$ cat src/hdl/asq_map.svh
`ifndef ASQ_MAP_SVH
`define ASQ_MAP_SVH
// ------------------------------------------------------------
// register offsets (byte addresses)
// ------------------------------------------------------------
`define ASQ_OFF_CTRL      8'h00
`define ASQ_OFF_TRIG      8'h04
`define ASQ_OFF_FLAGS     8'h08
`define ASQ_OFF_PRIO      8'h0C
`define ASQ_OFF_LEVEL     8'h10
`define ASQ_DATA_PAGE     4'h2
`define ASQ_STEP_PAGE_BIT 7
// ------------------------------------------------------------
// step word field positions
// ------------------------------------------------------------
`define ASQ_F_CH_LSB      0
`define ASQ_F_CH_MSB      4
`define ASQ_F_DIFF        5
`define ASQ_F_TEMP        6
`define ASQ_F_IRQ         7
`define ASQ_F_LAST        8
`define ASQ_F_CMP_EN      9
`define ASQ_F_CMP_LSB     10
`define ASQ_F_CMP_MSB     12
// ------------------------------------------------------------
// reset values and sizes
// ------------------------------------------------------------
`define ASQ_RST_PRIO      8'hE4
`define ASQ_SAMPLE_W      12
`define ASQ_STEP_W        13
`define ASQ_RESP_OKAY     2'h0
`define ASQ_RESP_SLVERR   2'h2
`endif

$ cat src/hdl/asq_pkg.sv
`include "asq_map.svh"
package asq_pkg;
  // sequencer state, one-hot
  typedef enum logic [2:0] {
    ASQ_IDLE  = 3'h1,
    ASQ_START = 3'h2,
    ASQ_WAIT  = 3'h4
  } asq_state_e;

  typedef logic [`ASQ_SAMPLE_W-1:0] asq_sample_t;
  typedef logic [`ASQ_STEP_W-1:0]   asq_step_t;

  // whole state of the sequencer block
  typedef struct packed {
    logic [3:0]            seq_en;
    logic [3:0]            dma_en;
    logic [3:0]            ovf;
    logic [3:0]            unf;
    logic [3:0]            pend;
    logic [3:0]            trig_s1;
    logic [3:0]            trig_s2;
    logic [3:0]            trig_s3;
    logic [3:0][1:0]       prio;
    logic [3:0][7:0][`ASQ_STEP_W-1:0]   step_cfg;
    logic [3:0][7:0][`ASQ_SAMPLE_W-1:0] mem;
    logic [3:0][2:0]       wp;
    logic [3:0][2:0]       rp;
    logic [3:0][3:0]       cnt;
    asq_state_e            st;
    logic [1:0]            cur;
    logic [2:0]            step;
    logic                  aw_got;
    logic                  w_got;
    logic [7:0]            aw_addr;
    logic [31:0]           w_data;
    logic [3:0]            w_strb;
    logic                  bvalid;
    logic [1:0]            bresp;
    logic                  rvalid;
    logic [31:0]           rdata;
    logic [1:0]            rresp;
    logic                  conv_start;
    logic [4:0]            conv_channel;
    logic                  conv_diff;
    logic                  conv_temp;
    logic [3:0]            seq_irq;
    logic                  cmp_valid;
    logic [2:0]            cmp_sel;
    logic [`ASQ_SAMPLE_W-1:0] cmp_data;
  } asq_state_s;
endpackage : asq_pkg

$ cat src/hdl/asq_top.sv
`timescale 1ns/100ps
// Notes on behaviour
// - disabled sequencer ignores triggers; a sequence already running still completes and captures
// - enabled sequencer runs steps on each trigger
// - dma enabled: request follows fifo fill level
// - dma disabled: never any dma request
// - trigger with unread samples sets overflow
// - overflow sticky until cleared, otherwise harmless
// - read from empty fifo sets underflow
// - underflow sticky until cleared, otherwise harmless
// - each sample visible as its step completes
// - steps 0-7, 0-3, 0-3, 0 per sequencer
// - steps run ascending with their stored configuration
// - differential bit makes channel a pair number
// - channel field of 24 inputs, temperature select
// - last-step flag ends sequence until next trigger
// - step irq enable pulses sequencer interrupt on completion
// - comparator-routed sample bypasses the fifo
// - simultaneous triggers served by priority, zero highest
// - fifo depths eight, four, four, one
module asq_top (
  // clock and reset
  input  wire logic                aclk,
  input  wire logic                aresetn,
  // axi4-lite write channels
  input  wire logic [11:0]         s_axi_awaddr,
  input  wire logic                s_axi_awvalid,
  output logic                     s_axi_awready,
  input  wire logic [31:0]         s_axi_wdata,
  input  wire logic [3:0]          s_axi_wstrb,
  input  wire logic                s_axi_wvalid,
  output logic                     s_axi_wready,
  output logic [1:0]               s_axi_bresp,
  output logic                     s_axi_bvalid,
  input  wire logic                s_axi_bready,
  // axi4-lite read channels
  input  wire logic [11:0]         s_axi_araddr,
  input  wire logic                s_axi_arvalid,
  output logic                     s_axi_arready,
  output logic [31:0]              s_axi_rdata,
  output logic [1:0]               s_axi_rresp,
  output logic                     s_axi_rvalid,
  input  wire logic                s_axi_rready,
  // external trigger pins, asynchronous
  input  wire logic [3:0]          trig_in,
  // converter handshake, same clock
  output logic                     conv_start,
  output logic [4:0]               conv_channel,
  output logic                     conv_diff,
  output logic                     conv_temp,
  input  wire logic                conv_done,
  input  wire asq_pkg::asq_sample_t conv_data,
  // digital comparator delivery
  output logic                     cmp_valid,
  output logic [2:0]               cmp_sel,
  output asq_pkg::asq_sample_t     cmp_data,
  // per-sequencer step interrupt pulses and dma requests
  output logic [3:0]               seq_irq,
  output logic [3:0]               dma_req
);
  import asq_pkg::*;

  // ------------------------------------------------------------
  // helpers
  // ------------------------------------------------------------
  // fifo depth, also the number of steps
  function automatic logic [3:0] seq_depth(input logic [1:0] q);
    case (q)
      2'h0:    seq_depth = 4'h8;
      2'h1:    seq_depth = 4'h4;
      2'h2:    seq_depth = 4'h4;
      default: seq_depth = 4'h1;
    endcase
  endfunction : seq_depth

  // next pointer within a sequencer's depth
  function automatic logic [2:0] ptr_inc(input logic [2:0] p, input logic [1:0] q);
    ptr_inc = ({1'b0, p} == seq_depth(q) - 4'h1) ? 3'h0 : p + 3'h1;
  endfunction : ptr_inc

  // register readback without side effects; bit 32 flags a mapped address
  function automatic logic [32:0] rd_word(input asq_state_s c, input logic [7:0] a);
    rd_word = 33'h0;
    if (a[`ASQ_STEP_PAGE_BIT]) begin
      if ({1'b0, a[4:2]} < seq_depth(a[6:5])) begin
        rd_word = {1'b1, 19'h0, c.step_cfg[a[6:5]][a[4:2]]};
      end
    end else if (a[7:4] == `ASQ_DATA_PAGE) begin
      rd_word = {1'b1, 32'h0};
    end else begin
      case (a)
        `ASQ_OFF_CTRL:  rd_word = {1'b1, 24'h0, c.dma_en, c.seq_en};
        `ASQ_OFF_TRIG:  rd_word = {1'b1, 32'h0};
        `ASQ_OFF_FLAGS: rd_word = {1'b1, 24'h0, c.unf, c.ovf};
        `ASQ_OFF_PRIO:  rd_word = {1'b1, 24'h0, c.prio};
        `ASQ_OFF_LEVEL: rd_word = {1'b1, 16'h0, c.cnt};
        default:        rd_word = 33'h0;
      endcase
    end
  endfunction : rd_word

  // pending sequencer with the smallest priority number
  function automatic logic [2:0] pick(input logic [3:0] p, input logic [3:0][1:0] pr);
    logic [1:0] best;
    pick = 3'h0;
    best = 2'h3;
    for (int i = 0; i < 4; i++) begin
      if (p[i] && (!pick[2] || pr[i] < best)) begin
        pick = {1'b1, i[1:0]};
        best = pr[i];
      end
    end
  endfunction : pick

  // ------------------------------------------------------------
  // state
  // ------------------------------------------------------------
  asq_state_s s;      // registered state
  asq_state_s next_s; // next state

  // ------------------------------------------------------------
  // next-state logic
  // ------------------------------------------------------------
  always_comb begin
    logic [32:0]     rw;
    logic [31:0]     mask;
    logic [31:0]     wv;
    logic [3:0]      trig;
    logic [3:0]      ovf_set;
    logic [3:0]      unf_set;
    logic [3:0]      clr_ovf;
    logic [3:0]      clr_unf;
    logic [3:0]      push;
    logic [3:0]      pop;
    logic [2:0]      sel;
    asq_step_t       cfg;
    rw      = 33'h0;
    mask    = 32'h0;
    wv      = 32'h0;
    trig    = 4'h0;
    ovf_set = 4'h0;
    unf_set = 4'h0;
    clr_ovf = 4'h0;
    clr_unf = 4'h0;
    push    = 4'h0;
    pop     = 4'h0;
    sel     = 3'h0;
    cfg     = s.step_cfg[s.cur][s.step];
    next_s  = s;
    // one-cycle outputs fall back to idle
    next_s.conv_start = 1'b0;
    next_s.seq_irq    = 4'h0;
    next_s.cmp_valid  = 1'b0;
    // pin triggers: two flops, then edge detect on the second
    next_s.trig_s1 = trig_in;
    next_s.trig_s2 = s.trig_s1;
    next_s.trig_s3 = s.trig_s2;
    trig = s.trig_s2 & ~s.trig_s3;

    // read channel: data page pops the fifo
    if (s.rvalid && s_axi_rready) begin
      next_s.rvalid = 1'b0;
    end
    if (s_axi_arvalid && !s.rvalid) begin
      rw = rd_word(s, s_axi_araddr[7:0]);
      next_s.rvalid = 1'b1;
      next_s.rdata  = rw[31:0];
      next_s.rresp  = (rw[32] && s_axi_araddr[11:8] == 4'h0) ? `ASQ_RESP_OKAY : `ASQ_RESP_SLVERR;
      if (s_axi_araddr[11:4] == {4'h0, `ASQ_DATA_PAGE}) begin
        if (s.cnt[s_axi_araddr[3:2]] == 4'h0) begin
          unf_set[s_axi_araddr[3:2]] = 1'b1;
          next_s.rdata = 32'h0;
        end else begin
          pop[s_axi_araddr[3:2]] = 1'b1;
          next_s.rdata = {20'h0, s.mem[s_axi_araddr[3:2]][s.rp[s_axi_araddr[3:2]]]};
        end
      end
    end

    // write channels: address and data taken in either order
    if (s_axi_awvalid && !s.aw_got) begin
      next_s.aw_got  = 1'b1;
      next_s.aw_addr = s_axi_awaddr[7:0];
    end
    if (s_axi_wvalid && !s.w_got) begin
      next_s.w_got  = 1'b1;
      next_s.w_data = s_axi_wdata;
      next_s.w_strb = s_axi_wstrb;
    end
    if (s.bvalid && s_axi_bready) begin
      next_s.bvalid = 1'b0;
    end
    if (s.aw_got && s.w_got && !s.bvalid) begin
      next_s.aw_got = 1'b0;
      next_s.w_got  = 1'b0;
      next_s.bvalid = 1'b1;
      rw   = rd_word(s, s.aw_addr);
      mask = {{8{s.w_strb[3]}}, {8{s.w_strb[2]}}, {8{s.w_strb[1]}}, {8{s.w_strb[0]}}};
      wv   = (rw[31:0] & ~mask) | (s.w_data & mask);
      next_s.bresp = rw[32] ? `ASQ_RESP_OKAY : `ASQ_RESP_SLVERR;
      if (s.aw_addr[`ASQ_STEP_PAGE_BIT]) begin
        if (rw[32]) begin
          next_s.step_cfg[s.aw_addr[6:5]][s.aw_addr[4:2]] = wv[`ASQ_STEP_W-1:0];
        end
      end else begin
        case (s.aw_addr)
          `ASQ_OFF_CTRL: begin
            next_s.seq_en = wv[3:0];
            next_s.dma_en = wv[7:4];
          end
          `ASQ_OFF_TRIG:  trig = trig | (s.w_data[3:0] & mask[3:0]);
          `ASQ_OFF_FLAGS: begin
            clr_ovf = s.w_data[3:0] & mask[3:0];
            clr_unf = s.w_data[7:4] & mask[7:4];
          end
          `ASQ_OFF_PRIO:  next_s.prio = wv[7:0];
          default: begin
          end
        endcase
      end
    end

    // triggers: disabled sequencers ignore them
    for (int i = 0; i < 4; i++) begin
      if (trig[i] && s.seq_en[i]) begin
        next_s.pend[i] = 1'b1;
        if (s.cnt[i] != 4'h0) begin
          ovf_set[i] = 1'b1;
        end
      end
    end

    // sequencer walk through the steps
    case (s.st)
      ASQ_IDLE: begin
        sel = pick(s.pend & s.seq_en, s.prio);
        if (sel[2]) begin
          next_s.cur  = sel[1:0];
          next_s.step = 3'h0;
          next_s.pend[sel[1:0]] = 1'b0;
          next_s.st   = ASQ_START;
        end
      end
      ASQ_START: begin
        // channel, diff and temp are taken when the step starts; irq, last and comparator fields when it completes, so it must be stable
        next_s.conv_start   = 1'b1;
        next_s.conv_channel = cfg[`ASQ_F_CH_MSB:`ASQ_F_CH_LSB];
        next_s.conv_diff    = cfg[`ASQ_F_DIFF];
        next_s.conv_temp    = cfg[`ASQ_F_TEMP];
        next_s.st           = ASQ_WAIT;
      end
      ASQ_WAIT: begin
        if (conv_done) begin
          if (cfg[`ASQ_F_CMP_EN]) begin
            next_s.cmp_valid = 1'b1;
            next_s.cmp_sel   = cfg[`ASQ_F_CMP_MSB:`ASQ_F_CMP_LSB];
            next_s.cmp_data  = conv_data;
          end else if (s.cnt[s.cur] != seq_depth(s.cur)) begin
            push[s.cur] = 1'b1;
          end else begin
            ovf_set[s.cur] = 1'b1; // full fifo drops the sample
          end
          next_s.seq_irq[s.cur] = cfg[`ASQ_F_IRQ];
          if (cfg[`ASQ_F_LAST] || {1'b0, s.step} == seq_depth(s.cur) - 4'h1) begin
            next_s.st = ASQ_IDLE;
          end else begin
            next_s.step = s.step + 3'h1;
            next_s.st   = ASQ_START;
          end
        end
      end
      default: next_s.st = ASQ_IDLE;
    endcase

    // fifo pointers and levels
    for (int i = 0; i < 4; i++) begin
      if (push[i]) begin
        next_s.mem[i][s.wp[i]] = conv_data;
        next_s.wp[i] = ptr_inc(s.wp[i], i[1:0]);
      end
      if (pop[i]) begin
        next_s.rp[i] = ptr_inc(s.rp[i], i[1:0]);
      end
      next_s.cnt[i] = s.cnt[i] + {3'h0, push[i]} - {3'h0, pop[i]};
    end

    // sticky flags: a set in the clearing cycle wins
    next_s.ovf = (s.ovf & ~clr_ovf) | ovf_set;
    next_s.unf = (s.unf & ~clr_unf) | unf_set;
  end

  // ------------------------------------------------------------
  // state register
  // ------------------------------------------------------------
  always_ff @(posedge aclk) begin
    if (!aresetn) begin
      s      <= '0;
      s.st   <= ASQ_IDLE;
      s.prio <= `ASQ_RST_PRIO;
    end else begin
      s <= next_s;
    end
  end

  // ------------------------------------------------------------
  // outputs
  // ------------------------------------------------------------
  assign s_axi_awready = !s.aw_got;
  assign s_axi_wready  = !s.w_got;
  assign s_axi_bvalid  = s.bvalid;
  assign s_axi_bresp   = s.bresp;
  assign s_axi_arready = !s.rvalid;
  assign s_axi_rvalid  = s.rvalid;
  assign s_axi_rdata   = s.rdata;
  assign s_axi_rresp   = s.rresp;
  assign conv_start    = s.conv_start;
  assign conv_channel  = s.conv_channel;
  assign conv_diff     = s.conv_diff;
  assign conv_temp     = s.conv_temp;
  assign cmp_valid     = s.cmp_valid;
  assign cmp_sel       = s.cmp_sel;
  assign cmp_data      = s.cmp_data;
  assign seq_irq       = s.seq_irq;

  // dma request is a level while samples wait and dma is enabled
  generate
    for (genvar g = 0; g < 4; g++) begin : g_dma
      assign dma_req[g] = s.dma_en[g] && (s.cnt[g] != 4'h0);
    end
  endgenerate
endmodule : asq_top

$ cat config.mk
export PLATFORM = sky130hd
export DESIGN_NAME = asq_top
export DESIGN_NICKNAME = d
export VERILOG_FILES = /design/src/hdl/asq_pkg.sv /design/src/hdl/asq_top.sv
export VERILOG_INCLUDE_DIRS = /design/src /design/src/hdl
export SDC_FILE = /design/constraint.sdc
export NUM_CORES = 2
export LEC_CHECK = 0
export BUFFER_PORTS_ARGS = -buffer_cell sky130_fd_sc_hd__buf_2
export CORE_MARGIN = 2
export CORE_UTILIZATION = 25
export DETAILED_ROUTE_END_ITERATION = 7
export GPL_TIMING_DRIVEN = 0
export PLACE_DENSITY = 0.38
export SETUP_SLACK_MARGIN = 0.4
export SLEW_MARGIN = 10
export SYNTH_ARGS = -nofsm -noshare
export SYNTH_HDL_FRONTEND = slang
export SYNTH_SLANG_ARGS = --single-unit
$ cat constraint.sdc
create_clock -name aclk -period 11.3 [get_ports aclk]
set_input_delay 1.695 -clock aclk [delete_from_list [all_inputs] [get_ports aclk]]
set_output_delay 1.695 -clock aclk [all_outputs]
set_load 0.1 [all_outputs]
==> flow_summary.toml <==
[status]
status = "finished, violations left"
violations = "capacitance limit, slew limit"

[drt]
vias_per_cell = 5.82
ant_nets = 0
drc = 0
drtPass1Iterations = 6
drt_iter0_drc = 5926
vias = 43988
wl_per_cell_um = 36.3
routed_wl_um = 274000

[yosys]
synth-edff-count = 0
ys.flop_type = "dfxtp_1"
avgSynthCellArea_um2 = 10.2
synthArstFlopShare_pct = 0
synth_seq_cells = 961
synth_area_um2 = 47700
synth_seq_area_share_pct = 40.4
yosysWarnings = 0
synth.distinct_cells = 75
syn_inst = 4678

[layout]
regArea_um2 = 19200
drive_gt1_share_pct = 19.3
multi_input_area_um2 = 25900
final_nets = 5076
syn_to_final_growth_pct = 17.5
fillers = 19995
fin_cells = 7552

[place]
placedCellCount = 7331
dpl.hpwl_um = 203000
gp_congestion = 0.991
io_buffers = 112

[sta]
hold_viol_final = 0
fmax_mhz = 118
final.setup.tns_ps = 0
worst_pin_slew_ps = 1490
fin_skew_ps = 68.0
layout_min_cycle_time_ps = 8450
min_period_over_period_pct = 74.8
drv_slew = 1
slew_headroom_pct = -2.18
rsz0062_at_grt = "false"
setup_violations = 0

[grt]
use_met3_pct = 7.10
grt_usage_pct = 27.5
grt_pass1_wl_um = 365000
grt_max_degree = 19
gr-usage-met2_pct = 42.6
use_met1_pct = 35.0
antenna_found_initial = 27
grt_pass1_vias = 41614
overflow = 0
top_usage_layer = "met2"

[setup_path]
start_kind = "input pin"
end_kind = "flip-flop"
cp.required_ps = 12030
cp.arrival_ps = 9180
reg2regPathDepth = 20
cp_max_fo = 10
worst-setup-path-type = "in2reg"

[floorplan]
core-area_um2 = 190000
pin_count = 157
die_w_um = 441
dieArea_um2 = 194000
placement_rows = 160
initial_core_util_pct = 25.1
dieHeight_um = 441

[cts]
cts_tree = "built"
clkSlewWorstSetupHoldPaths_ps = 70
hold_buffers = 0
postCtsSetupRepairBufs = 0
clock_path_buffers = 3
clock_latency_ps = 820
cts_buffers = 114
ctsResizeCount = 0
cts_root_buf = "clkbuf_16"
htree_levels = 3
clock-sinks = 961

[pwr]
power_density_nw_per_um2 = 148
p_leak_uw = 0.0187
ir_drop_v = 0.000129

[run]
maxCapViolations = 1

[worst_hold_path]
min_path_cells = 1
hp-class = "reg2reg"
## synth_stat cells (all sizes together) (78+ instances only)
cell	count	area, um2
dfxtp	961	19200
clkbuf	358	1390
nor2	121	454
o21ai	589	2950
a22o	78	683
buf	185	1070
a21oi	98	490
mux4	403	9100
nand2	431	1620
mux2i	183	1830
o2bb2ai	209	1830
nand3	455	2280
## worst paths after layout
check / start / to / slack [ps]
worst min-delay path: next_s[972] / next_s[968] / 410
worst max register to register: s[115] / s[134] / 3990
worst max-delay path: s_axi_araddr[5] / s_axi_rdata[5] / 2850
worst min register to register: next_s[972] / next_s[968] / 410
## area by class of cell
class,count,area share [%]
antenna,10,0.0447
buffer,543,4.53
clock buffer,162,5.93
clock inverter,45,1.61
inverter,62,0.415
multi-input combinational,3129,46.2
sequential,961,34.3
tap,2511,5.61
timing repair buffer,129,1.34
## cell families (layout without fill, tap and decap cells)
logic type      count (synthesis)  after routing  share of synthesized area (%)
compound gates               1202           1202                           16.3
xor+xnor                       12             12                          0.220
fa+ha+maj                      53             53                           1.45
buf+inv                       605            941                           5.66
flops                         961            961                           40.4
mux                           629            629                           24.0
other cells                     1             28                        0.00787
simple gates                 1215           1215                           12.0
## flip-flops by register name, indices dropped and copies added (netlist names), 3 cells and up
signal	cells
s_axi_rdata	16
cmp_sel	3
s	905
seq_irq	4
conv_channel	5
cmp_data	12
next_s	8
## per-stage QoR
step           setup WS (ps)  util [%]  hold slack [ps]  power [uW]  instance area, um2
2_1_floorplan           5870         -              412        3780               47700
3_3_place_gp            1050      27.1              418        4110               51400
3_5_place_dp            2610      27.3              423        4120               51700
4_1_cts                 3430      29.5              393        8300               55900
5_1_grt                 3050      29.5              425        8440               56000
6_report                2850      29.5              415        8290               56000
## metal layers
metal,wire length (um),part of all wire (%)
met4,17100,6.2
met5,89,0.032
met3,25100,9.1
met1,111000,40
met2,121000,44
## placed cells by master, fill, tap and decap left out, drive strengths merged, types with 20 or more instances in the layout
cell and n:
nand2 431, a21oi 98, dfxtp 961, o2bb2ai 209, and2 36, a221oi 27, a31oi 22, nor4 20
mux2 43, mux4 403, a22oi 27, nor3 20, ha 48, nor2b 33, nor2 121, a22o 78
bufinv 21, mux2i 183, buf 310, clkbuf 524, nand3 455, o21ai 589, a211oi 34, inv 63
## where the power goes
part,switching (uW),internal (uW),leakage [uW]
sequential,11.9,3400,0.00774
clock,1690,2530,0.00205
combinational,537,121,0.00893
total,2240,6050,0.0187
## critical path: stages
cell and delay (ps):
buf_2 90, buf_2 520, buf_2 610, clkbuf_2 650, clkbuf_2 710, inv_1 290
ha_1 360, inv_1 40, ha_1 190, nor4b_1 270, o31a_1 530, and3_1 230
clkbuf_1 900, nand2_1 710, o22ai_1 1080, o31a_1 240
No activity file was read; power rests on OpenSTA's default activity.
